`config.mk`:
```
export PLATFORM = sky130hd
export DESIGN_NAME = mdl_limiter
export DESIGN_NICKNAME = d
export VERILOG_FILES = /design/src/rtl/mdl_limiter.v
export VERILOG_INCLUDE_DIRS = /design/src /design/src/rtl
export SDC_FILE = /design/constraint.sdc
export NUM_CORES = 1
export LEC_CHECK = 0
export ABC_AREA = 1
export BUFFER_PORTS_ARGS = -buffer_cell sky130_fd_sc_hd__buf_4
export CELL_PAD_IN_SITES_DETAIL_PLACEMENT = 0
export CELL_PAD_IN_SITES_GLOBAL_PLACEMENT = 1
export CORE_ASPECT_RATIO = 0.75
export CORE_MARGIN = 2
export CORE_UTILIZATION = 44
export DETAILED_ROUTE_END_ITERATION = 8
export GPL_TIMING_DRIVEN = 0
export PLACE_DENSITY_LB_ADDON = 0.2
export SLEW_MARGIN = 10
export SYNTH_ARGS = -nofsm -noshare
export SYNTH_HDL_FRONTEND = slang
export SYNTH_SLANG_ARGS = --single-unit
```
`constraint.sdc`:
```
create_clock -name core_clk_i -period 2.1 [get_ports core_clk_i]
set_input_delay 0.42 -clock core_clk_i [delete_from_list [all_inputs] [get_ports core_clk_i]]
set_output_delay 0.42 -clock core_clk_i [all_outputs]
set_load 0.1 [all_outputs]
```
`src/rtl/mdl_map.vh`:
```
// register map, field positions, reset values and timing counts of the margin DAC limiter
// assumes a 100 MHz core clock and word-aligned AHB-Lite byte addresses
`ifndef MDL_MAP_VH
`define MDL_MAP_VH

// ------------------------------------------------------------
// channel registers: base = channel * stride
// ------------------------------------------------------------
`define MDL_NUM_CH        4
`define MDL_CH_STRIDE     8'h10
`define MDL_OFF_CODE      4'h0
`define MDL_OFF_UPPER     4'h4
`define MDL_OFF_LOWER     4'h8
`define MDL_OFF_CTRL      4'hC
`define MDL_OFF_STATUS    8'h40

// ------------------------------------------------------------
// fields
// ------------------------------------------------------------
`define MDL_CTRL_EN_BIT   0
`define MDL_CTRL_RNG_LO   4
`define MDL_ST_DONE_BIT   0
`define MDL_ST_DRV_LO     4
`define MDL_ST_INV_LO     8
`define MDL_ST_TRK_LO     12

// ------------------------------------------------------------
// reset values
// ------------------------------------------------------------
`define MDL_RST_CODE      8'h7F
`define MDL_RST_UPPER     8'h00
`define MDL_RST_LOWER     8'hFF
`define MDL_RST_RANGE     2'h0
`define MDL_MIDCODE       8'h7F

// ------------------------------------------------------------
// timing
// ------------------------------------------------------------
`define MDL_CLK_MHZ       100
`define MDL_TRACK_NS      1000
`define MDL_TRACK_CYC     ((`MDL_TRACK_NS * `MDL_CLK_MHZ + 999) / 1000)

`endif

```
`src/rtl/mdl_limiter.v`:
```
// margin DAC limiter: four code channels with clipping, buffer enable sequence,
// start-up limit load and an AHB-Lite register slave.
// assumes nvm port on the same clock; analog DAC and buffer sit outside.
//
// How it works
// - four independent channels, each driving own pin
// - each channel holds unsigned 8-bit code
// - two-bit range selects one of four midcode offsets
// - code span +128/-127 around midcode 0x7F
// - applied code clipped between lower and upper limits
// - lower above upper keeps buffer high-impedance
// - limits loaded from nonvolatile store at start-up
// - buffer tracks pin first, then drives DAC
// - host writes code; new value applied to output
// - bus stalled until start-up download completes
//
// The register offsets and the AHB-Lite interface to the registers were decided locally.
`timescale 1ns/100ps
`include "mdl_map.vh"

module mdl_limiter (
  // clock and reset
  input  wire        core_clk_i,
  input  wire        rstn_i,
  // ahb-lite slave
  input  wire        hsel_i,
  input  wire [31:0] haddr_i,
  input  wire [1:0]  htrans_i,
  input  wire        hwrite_i,
  input  wire [2:0]  hsize_i,
  input  wire [31:0] hwdata_i,
  input  wire        hready_i,
  output reg  [31:0] hrdata_o,
  output reg         hreadyout_o,
  output reg         hresp_o,
  // nonvolatile limit store
  output reg         nvm_rd_o,
  output reg  [2:0]  nvm_addr_o,
  input  wire        nvm_ack_i,
  input  wire [7:0]  nvm_rdata_i,
  // margin outputs, channel n in slice n
  output reg  [31:0] margin_code_o,
  output reg  [7:0]  margin_range_o,
  output reg  [3:0]  buf_track_o,
  output reg  [3:0]  buf_src_dac_o,
  output reg  [3:0]  buf_drive_o
);

  // ------------------------------------------------------------
  // constants and state
  // ------------------------------------------------------------
  localparam [1:0] ST_LOAD_REQ  = 2'h0;
  localparam [1:0] ST_LOAD_WAIT = 2'h1;
  localparam [1:0] ST_RUN       = 2'h2;

  localparam [1:0] CH_OFF   = 2'h0;
  localparam [1:0] CH_TRACK = 2'h1;
  localparam [1:0] CH_DRIVE = 2'h2;

  // the count fits eight bits; cut on purpose to the counter width
  localparam integer TRACK_CYC_N = `MDL_TRACK_CYC;
  localparam [7:0]   TRACK_CYC   = TRACK_CYC_N[7:0];

  reg [1:0]  load_state;
  reg        load_done;
  reg [7:0]  code_reg   [0:3];
  reg [7:0]  upper_lim  [0:3];
  reg [7:0]  lower_lim  [0:3];
  reg        chan_en    [0:3];
  reg [1:0]  chan_range [0:3];
  reg [1:0]  chan_state [0:3];
  reg [7:0]  chan_cnt   [0:3];

  reg        wr_pend;
  reg        rd_pend;
  reg [7:0]  acc_addr;

  integer    i;
  // one loop index per process so each keeps a single driver
  integer    j;

  // ------------------------------------------------------------
  // functions
  // ------------------------------------------------------------
  // clip a code into [lo, hi]; caller handles lo > hi
  function [7:0] clip_code;
    input [7:0] code;
    input [7:0] lo;
    input [7:0] hi;
    begin
      if (code < lo) begin
        clip_code = lo;
      end else if (code > hi) begin
        clip_code = hi;
      end else begin
        clip_code = code;
      end
    end
  endfunction

  // limits crossed: channel must stay three-stated
  function limits_bad;
    input [7:0] lo;
    input [7:0] hi;
    begin
      limits_bad = (lo > hi);
    end
  endfunction

  // status word built from live channel state
  function [31:0] status_word;
    input dummy;
    integer k;
    begin
      status_word = 32'h0000_0000;
      status_word[`MDL_ST_DONE_BIT] = load_done;
      for (k = 0; k < `MDL_NUM_CH; k = k + 1) begin
        status_word[`MDL_ST_DRV_LO + k] = (chan_state[k] == CH_DRIVE);
        status_word[`MDL_ST_INV_LO + k] = limits_bad(lower_lim[k], upper_lim[k]);
        status_word[`MDL_ST_TRK_LO + k] = (chan_state[k] == CH_TRACK);
      end
    end
  endfunction

  // register readback; unmapped addresses read zero
  function [31:0] read_word;
    input [7:0] addr;
    reg   [1:0] ch;
    begin
      ch = addr[5:4];
      read_word = 32'h0000_0000;
      if (addr == `MDL_OFF_STATUS) begin
        read_word = status_word(1'b0);
      end else if (addr[7:6] == 2'h0) begin
        case (addr[3:0])
          `MDL_OFF_CODE:  read_word[7:0] = code_reg[ch];
          `MDL_OFF_UPPER: read_word[7:0] = upper_lim[ch];
          `MDL_OFF_LOWER: read_word[7:0] = lower_lim[ch];
          `MDL_OFF_CTRL: begin
            read_word[`MDL_CTRL_EN_BIT] = chan_en[ch];
            read_word[`MDL_CTRL_RNG_LO +: 2] = chan_range[ch];
          end
          default: read_word = 32'h0000_0000;
        endcase
      end
    end
  endfunction

  // ------------------------------------------------------------
  // start-up limit download
  // ------------------------------------------------------------
  // even nvm address = lower limit, odd = upper limit of channel addr/2
  always @(posedge core_clk_i or negedge rstn_i) begin
    if (!rstn_i) begin
      load_state <= ST_LOAD_REQ;
      load_done  <= 1'b0;
      nvm_rd_o   <= 1'b0;
      nvm_addr_o <= 3'h0;
    end else begin
      case (load_state)
        ST_LOAD_REQ: begin
          nvm_rd_o   <= 1'b1;
          load_state <= ST_LOAD_WAIT;
        end
        ST_LOAD_WAIT: begin
          if (nvm_ack_i) begin
            nvm_rd_o <= 1'b0;
            if (nvm_addr_o == 3'h7) begin
              load_state <= ST_RUN;
              load_done  <= 1'b1;
            end else begin
              nvm_addr_o <= nvm_addr_o + 3'h1;
              load_state <= ST_LOAD_REQ;
            end
          end
        end
        ST_RUN: begin
          nvm_rd_o <= 1'b0;
        end
        default: begin
          load_state <= ST_LOAD_REQ;
        end
      endcase
    end
  end

  // ------------------------------------------------------------
  // ahb-lite slave and register file
  // ------------------------------------------------------------
  // reads take one wait state so a read right after a write sees the new value
  always @(posedge core_clk_i or negedge rstn_i) begin
    if (!rstn_i) begin
      hreadyout_o <= 1'b0;
      hrdata_o    <= 32'h0000_0000;
      hresp_o     <= 1'b0;
      wr_pend     <= 1'b0;
      rd_pend     <= 1'b0;
      acc_addr    <= 8'h00;
      for (j = 0; j < `MDL_NUM_CH; j = j + 1) begin
        code_reg[j]   <= `MDL_RST_CODE;
        upper_lim[j]  <= `MDL_RST_UPPER;
        lower_lim[j]  <= `MDL_RST_LOWER;
        chan_en[j]    <= 1'b0;
        chan_range[j] <= `MDL_RST_RANGE;
      end
    end else begin
      hresp_o <= 1'b0;
      if (load_state == ST_LOAD_WAIT && nvm_ack_i) begin
        if (nvm_addr_o[0]) begin
          upper_lim[nvm_addr_o[2:1]] <= nvm_rdata_i;
        end else begin
          lower_lim[nvm_addr_o[2:1]] <= nvm_rdata_i;
        end
      end
      if (!load_done) begin
        hreadyout_o <= (load_state == ST_RUN);
      end else if (rd_pend) begin
        hrdata_o    <= read_word(acc_addr);
        hreadyout_o <= 1'b1;
        rd_pend     <= 1'b0;
      end else begin
        hreadyout_o <= 1'b1;
        if (wr_pend && acc_addr[7:6] == 2'h0) begin
          case (acc_addr[3:0])
            `MDL_OFF_CODE:  code_reg[acc_addr[5:4]]  <= hwdata_i[7:0];
            `MDL_OFF_UPPER: upper_lim[acc_addr[5:4]] <= hwdata_i[7:0];
            `MDL_OFF_LOWER: lower_lim[acc_addr[5:4]] <= hwdata_i[7:0];
            `MDL_OFF_CTRL: begin
              chan_en[acc_addr[5:4]]    <= hwdata_i[`MDL_CTRL_EN_BIT];
              chan_range[acc_addr[5:4]] <= hwdata_i[`MDL_CTRL_RNG_LO +: 2];
            end
            default: acc_addr <= acc_addr;
          endcase
        end
        wr_pend <= 1'b0;
        if (hsel_i && htrans_i[1] && hready_i) begin
          acc_addr <= haddr_i[7:0];
          if (hwrite_i) begin
            wr_pend <= 1'b1;
          end else begin
            rd_pend     <= 1'b1;
            hreadyout_o <= 1'b0;
          end
        end
      end
    end
  end

  // ------------------------------------------------------------
  // per-channel code clipping and buffer enable sequence
  // ------------------------------------------------------------
  // the analog offset per range is outside; code span about 0x7F is fixed
  always @(posedge core_clk_i or negedge rstn_i) begin
    if (!rstn_i) begin
      margin_code_o  <= {4{`MDL_MIDCODE}};
      margin_range_o <= 8'h00;
      buf_track_o    <= 4'h0;
      buf_src_dac_o  <= 4'h0;
      buf_drive_o    <= 4'h0;
      for (i = 0; i < `MDL_NUM_CH; i = i + 1) begin
        chan_state[i] <= CH_OFF;
        chan_cnt[i]   <= 8'h00;
      end
    end else begin
      for (i = 0; i < `MDL_NUM_CH; i = i + 1) begin
        margin_code_o[i*8 +: 8] <=
          clip_code(code_reg[i], lower_lim[i], upper_lim[i]);
        margin_range_o[i*2 +: 2] <= chan_range[i];
        if (!chan_en[i] || !load_done || limits_bad(lower_lim[i], upper_lim[i])) begin
          chan_state[i]    <= CH_OFF;
          chan_cnt[i]      <= 8'h00;
          buf_track_o[i]   <= 1'b0;
          buf_src_dac_o[i] <= 1'b0;
          buf_drive_o[i]   <= 1'b0;
        end else begin
          case (chan_state[i])
            CH_OFF: begin
              chan_state[i]  <= CH_TRACK;
              chan_cnt[i]    <= 8'h00;
              buf_track_o[i] <= 1'b1;
            end
            CH_TRACK: begin
              // buffer follows the pin, output stage stays off
              if (chan_cnt[i] == TRACK_CYC - 8'h01) begin
                chan_state[i]    <= CH_DRIVE;
                buf_track_o[i]   <= 1'b0;
                buf_src_dac_o[i] <= 1'b1;
                buf_drive_o[i]   <= 1'b1;
              end else begin
                chan_cnt[i] <= chan_cnt[i] + 8'h01;
              end
            end
            CH_DRIVE: begin
              buf_src_dac_o[i] <= 1'b1;
              buf_drive_o[i]   <= 1'b1;
            end
            default: begin
              chan_state[i] <= CH_OFF;
            end
          endcase
        end
      end
    end
  end

endmodule // mdl_limiter

```
==> results of run 1 <==
## cell usage in the layout, fill, tap and decap left out, types with 4 or more instances in the layout
master and n:
o21ai_0 147, a22oi_1 6, buf_4 171, nor2_4 5
o21ai_2 18, inv_1 174, clkinv_2 6, nand2_1 485
nand4_1 30, nand3b_1 7, nor2_2 8, inv_2 30
dfrtp_1 142, nand3_1 133, clkbuf_16 27, or2_2 8
buf_2 13, clkbuf_1 19, conb_1 17, o22ai_1 50
ha_4 5, nand3_4 11, a21o_1 4, nor2_1 74
nand2_4 9, clkbuf_8 6, o21a_1 8, a21oi_1 42
ha_1 111, nand3_2 5, o21ai_1 88, a21oi_2 4
buf_6 7, xor2_1 7, nand2_2 24, inv_4 4
dfstp_2 88
## cell families after synthesis
kind of cell	count (synthesis)	synth area share, %
fa+ha+maj	116	10.2
simple gates	805	24.9
mux	2	0.158
other cells	1	0.0263
buf+inv	281	8.71
xor+xnor	8	0.492
flops	230	41.2
compound gates	373	14.4
## final cells by class
type	instances	area [um^2]	area share [%]
well taps	442	553	3.22
clock inverters	9	75.1	0.438
clock buffers	38	777	4.53
plain buffers	65	442	2.58
flip-flops and latches	230	5870	34.2
multi-input cells	1321	7490	43.6
repair buffers	147	1150	6.73
inverters	209	798	4.65
## how the worst max path moves through the flow
stage                                              to  slack [ns]  cells past startpoint
after CTS                 margin_code_o[23]$_DFF_PN0_       0.007                      8
after global placement           nvm_rd_o$_DFFE_PN0P_       -1.28                      1
final                        chan_cnt[14]$_DFFE_PN0P_        0.08                     10
after global routing       buf_track_o[0]$_DFFE_PN0P_       -0.04                     11
after floorplan               upper_lim[14]$_DFF_PN0_        0.05                      8
after detailed placement    chan_state[3]$_DFFE_PN0P_       -0.26                     10
## metrics by stage
stage                     worst slack, ns  instance area (um^2)  setup TNS [ns]  power [mW]  instances
after floorplan                    0.0528                 14300               0        9.87       1832
after global placement              -1.28                 15600         -227.80        11.3       2377
after detailed placement           -0.264                 15700          -10.60        11.4       2379
after CTS                         0.00686                 16700               0        16.2       2439
after global routing              -0.0424                 17200          -0.205        17.3       2461
final                              0.0767                 17200               0        16.4       2461
## where the power goes
part | internal (mW) | switching (mW)
Sequential | 5.05 | 0.349
Combinational | 1.76 | 4.64
Clock | 2.68 | 1.93
Total | 9.48 | 6.92
## routing by layer
metal | global-route usage, % | share of wire, % | vias up
met4 | 7.14 | 2.5 | 0
met2 | 39.5 | 42 | 485
met5 | 0 | 0 | -
met1 | 42.7 | 47 | 6243
met3 | 6.27 | 8.6 | 76
li1 | - | - | 6358
## critical path: stages (launching register included)
cell,delay [ns]
dfstp_2,0.60
ha_4,0.22
a21oi_2,0.12
nor2_1,0.06
nor2_2,0.17
nand2_4,0.11
nand2_4,0.10
nand4_1,0.19
buf_4,0.23
nand3_2,0.06
nand2_2,0.04
## what timing repair did
action	in CTS	in global routing
buffers inserted	12	29
hold buffers	1	0
pin swaps	15	35
endpoints found under the setup margin	116	143
hold endpoints to repair	23	0
gates resized for setup	32	91
==> results.sh, run 1 <==
export IMPL_synth_edf_count=0
export IMPL_htree_num_levels=1
export IMPL_max_cap_viol_count=0
export IMPL_netlist_area_mm2=0.0143
export IMPL_rsz0062_at_grt="yes"
export IMPL_async_flop_share_pct=100
export IMPL_insertion_delay_ns=0.55
export IMPL_overflow=0
export IMPL_die_y_um=160
export IMPL_drt_first_iter_violations=1135
export IMPL_grtUsageTotal_pct=27.9
export IMPL_pin_count=173
export IMPL_endpoint_kind="flip-flop"
export IMPL_dr_pass1_iters=5
export IMPL_rr_startpoint="lower_lim[13]$_DFF_PN1_"
export IMPL_final_core_util_pct=53.3
export IMPL_grt_max_degree=99
export IMPL_portBuffers=103
export IMPL_cts_tree="done"
export IMPL_final_fill_count=3057
export IMPL_worstReg2RegEnd="chan_cnt[14]$_DFFE_PN0P_"
export IMPL_synth_top_area_share_pct=24.9
export IMPL_yosys_top_cells_area="dfrtp_1 25%, dfstp_2 16%, nand2_1 14%, ha_1 10%, o21ai_0 5.4%"
export IMPL_r2r_slack_ns=0.08
export IMPL_hold_path_end="rd_pend$_DFFE_PN0P_"
export IMPL_slew_headroom_pct=24.8
export IMPL_numCtsBuffers=26
export IMPL_cts_max_path_buffers=3
export IMPL_grt_pass1_wl_mm=72.2
export IMPL_hold_path_depth=2
export IMPL_drc=0
export IMPL_n_antenna_cell=0
export IMPL_crit_type="reg2reg"
export IMPL_hold_ws_ns=0.0821
export IMPL_syn_inst=1816
export IMPL_max_freq_mhz=494
export IMPL_synth_common_cells="515 x nand2_1, 200 x inv_1, 155 x o21ai_0"
export IMPL_worst_slew_pin_slew_ns=1.13
export IMPL_ant_nets=0
export IMPL_yosysWarningCount=0
export IMPL_hpwlAfterDp_mm=34.2
export IMPL_p_leak_nw=8.84
export IMPL_hold_viol_final=0
export IMPL_fp_dieW_um=212
export IMPL_required_ns=2.54
export IMPL_final_max_slew_violation_count=0
export IMPL_powerDensity_mw_per_mm2=956
export IMPL_vdd_drop_max_mv=0.951
export IMPL_root_buffer="clkbuf_16"
export IMPL_outcome="finished, final reports clean"
export IMPL_crit_start="lower_lim[13]$_DFF_PN1_"
export IMPL_avgSynthCellArea_um2=7.85
export IMPL_setup_violations_final=0
export IMPL_grt_pass1_vias=12300
export IMPL_cts_sinks=230
export IMPL_avgRoutedWirePerCell_um=18.9
export IMPL_wl_mm=46.6
export IMPL_antenna_found_initial=2
export IMPL_post_synth_top_count_cell="nand2_1"
export IMPL_synth_cell_types=39
export IMPL_ff2ff_path_depth=10
export IMPL_start_util_pct=44.3
export IMPL_cts_clk_slew_worst_paths_ns=0.06
export IMPL_fin_crit_ns=2.02
export IMPL_synth_main_ff_cell="dfrtp_1"
export IMPL_hold_path_startpoint="hwrite_i"
export IMPL_finalCritPeriodShare_pct=96.3
export IMPL_routabilityCongestion=0.964
export IMPL_finalNetCount=2199
export IMPL_rows=57
export IMPL_drive_gt1_share_pct=23.2
export IMPL_cp_max_fo=5
export IMPL_synth_top_area_cell="dfrtp_1"
export IMPL_vias=13200
export IMPL_worstPathArrival_ns=2.47
export IMPL_hold_class="in2reg"
export IMPL_seq_area_frac_synth_pct=41.2
export IMPL_fin_worst_skew_ns=0.0133
export IMPL_critPathLaunchType="flip-flop"
export IMPL_syn_to_final_growth_pct=20.3
export IMPL_ys_seq_elements=230
export IMPL_die_area_mm2=0.0339
export IMPL_vias_per_cell=5.35
export IMPL_placeableCoreArea_mm2=0.0322
Note: power is estimated with default switching activity, not from simulation.
==> run 2: changes to the inputs <==
--- a/config.mk
+++ b/config.mk
@@ -16,6 +16,7 @@
 export DETAILED_ROUTE_END_ITERATION = 8
 export GPL_TIMING_DRIVEN = 0
 export PLACE_DENSITY_LB_ADDON = 0.2
+export RECOVER_POWER = 100
 export SLEW_MARGIN = 10
 export SYNTH_ARGS = -nofsm -noshare
 export SYNTH_HDL_FRONTEND = slang
==> results.sh, run 2 (same netlist as run 1, synthesis figures left out) <==
export IMPL_outcome="finished, final reports clean"
export IMPL_setup_violations_final=0
export IMPL_overflow=0
export IMPL_required_ns=2.54
export IMPL_syn_to_final_growth_pct=18.6
export IMPL_powerDensity_mw_per_mm2=959
export IMPL_finalNetCount=2199
export IMPL_die_y_um=160
export IMPL_hold_class="in2reg"
export IMPL_drc=0
export IMPL_wl_mm=46.5
export IMPL_rsz0062_at_grt="yes"
export IMPL_met1_usage_pct=42.7
export IMPL_fin_ws_ns=0.0696
export IMPL_rows=57
export IMPL_numCtsBuffers=26
export IMPL_final_fill_count=3119
export IMPL_drive_gt1_share_pct=22.6
export IMPL_globalRouteMet2Util_pct=39.5
export IMPL_start_util_pct=44.3
export IMPL_hold_ws_ns=0.0826
export IMPL_crit_start="lower_lim[13]$_DFF_PN1_"
export IMPL_dp_cells=2379
export IMPL_critical_path_buf_inv_count=1
export IMPL_htree_num_levels=1
export IMPL_hpwlAfterDp_mm=34.2
export IMPL_critPathTopFamily="simple AND/OR/NAND/NOR gates"
export IMPL_crit_slowest_cell="dfstp_2"
export IMPL_final_max_slew_violation_count=0
export IMPL_n_antenna_cell=0
export IMPL_dp_slack_ns=-0.264
export IMPL_fin_area_mm2=0.0169
export IMPL_final_cells=2461
export IMPL_root_buffer="clkbuf_16"
export IMPL_grtUsageTotal_pct=27.9
export IMPL_use_met3_pct=6.27
export IMPL_cts_tree="done"
export IMPL_drt_first_iter_violations=1165
export IMPL_top_usage_layer="met1"
export IMPL_grt_pass1_vias=12300
export IMPL_layout_commonest_cell="nand2_1"
export IMPL_ant_nets=0
export IMPL_max_freq_mhz=493
export IMPL_max_cap_viol_count=0
export IMPL_p_leak_nw=8.79
export IMPL_hold_viol_final=0
export IMPL_hold_path_startpoint="hwrite_i"
export IMPL_grt_pass1_wl_mm=72.2
export IMPL_placeableCoreArea_mm2=0.0322
export IMPL_routabilityCongestion=0.964
export IMPL_portBuffers=103
export IMPL_layout_cells_most_common_list="486 x nand2_1, 190 x o21ai_0, 175 x inv_1"
export IMPL_cts_sinks=230
export IMPL_antenna_found_initial=2
export IMPL_vdd_drop_max_mv=0.895
export IMPL_path_common_cell="nand2_4"
export IMPL_avgRoutedWirePerCell_um=18.9
export IMPL_max_stage_delay_ns=0.59
export IMPL_placed_cell_area_mm2=0.0157
export IMPL_pin_count=173
export IMPL_die_area_mm2=0.0339
export IMPL_critPathLaunchType="flip-flop"
export IMPL_regArea_mm2=0.00587
export IMPL_multi_input_area_mm2=0.00742
export IMPL_vias_per_cell=5.35
export IMPL_worst_slew_pin_slew_ns=1.06
export IMPL_cp_cell_sequence="ha_4, a21oi_2, nor2_1, nor2_2, nand2_4, nand2_4, nand4_1, buf_4, nand3_2, nand2_2"
export IMPL_slew_headroom_pct=29.4
export IMPL_cp_max_fo=5
export IMPL_cts_clk_slew_worst_paths_ns=0.06
export IMPL_rr_startpoint="lower_lim[13]$_DFF_PN1_"
export IMPL_fin_worst_skew_ns=0.0138
export IMPL_cts_max_path_buffers=3
export IMPL_finalCritPeriodShare_pct=96.7
export IMPL_worstPathArrival_ns=2.47
export IMPL_dr_pass1_iters=6
export IMPL_fp_dieW_um=212
export IMPL_vias=13200
export IMPL_grt_max_degree=99
export IMPL_fin_crit_ns=2.03
export IMPL_insertion_delay_ns=0.55
export IMPL_endpoint_kind="flip-flop"
export IMPL_crit_type="reg2reg"
-- run 2: cell count changes in the layout (fill, tap and decap cells not counted), moves of 2 or more --
cell,delta
buf_4,-75
o21ai_2,-7
clkbuf_4,+2
clkbuf_2,+78
nand3_4,-2
buf_2,-4
o21ai_0,+43
o21ai_1,-36
-- run 2: per-stage QoR --
| step | TNS [ns] | utilization, % | power, mW |
|---|---|---|---|
| finish | 0 | 52.5 | 16.2 |
| global route | -0.227 | 52.5 | 17.1 |
| CTS | 0 | 52.0 | 16.2 |
| detailed placement | -10.60 | 48.8 | 11.4 |
| global placement | -227.80 | 48.6 | 11.3 |
| floorplan | 0 | - | 9.87 |
-- run 2: layer usage --
layer  vias up  share of wire, %
li1       6353                 -
met2       479                42
met3        77               9.0
met5         -                 0
met1      6250                47
met4         0               2.4
-- run 2: power by group --
part | total [mW] | switching, mW | internal, mW
registers | 5.39 | 0.345 | 5.05
clock network | 4.59 | 1.91 | 2.68
logic | 6.22 | 4.62 | 1.60
-- run 2: repair_timing --
item / 4_1_cts / 5_1_grt
endpoints found under the hold margin: 23 / 0
hold buffers: 1 / 0
pin swaps: 15 / 35
cloned: 0 / 0
setup endpoints to repair: 116 / 143
setup buffers: 12 / 29
resized for setup: 32 / 91
-- run 2: worst paths after layout --
| kind | endpoint | slack [ns] | depth (start not counted) |
|---|---|---|---|
| min reg2reg | margin_range_o[2]$_DFF_PN0_ | 0.41 | 0 |
| max | chan_cnt[14]$_DFFE_PN0P_ | 0.07 | 10 |
| min | rd_pend$_DFFE_PN0P_ | 0.08 | 2 |
| min in group asynchronous | margin_code_o[31]$_DFF_PN0_ | 0.34 | 2 |
| max reg2reg | chan_cnt[14]$_DFFE_PN0P_ | 0.07 | 10 |
| max in group asynchronous | hrdata_o[10]$_DFFE_PN0P_ | 0.45 | 4 |
-- run 2: worst register-to-register path, stage by stage, from the launching register on --
cell and delay [ns]:
dfstp_2 0.59, ha_4 0.22, a21oi_2 0.12, nor2_1 0.06, nor2_2 0.19, nand2_4 0.11, nand2_4 0.11, nand4_1 0.19
buf_4 0.23, nand3_2 0.06, nand2_2 0.04
-- run 2: cell type report --
cell class / instances / share of cell area (%)
buffer: 65 / 2.58
clock buffer: 38 / 4.60
clock inverter: 9 / 0.444
inverter: 209 / 4.72
multi-input combinational: 1321 / 43.9
sequential: 230 / 34.7
tap: 442 / 3.27
timing repair buffer: 147 / 5.75
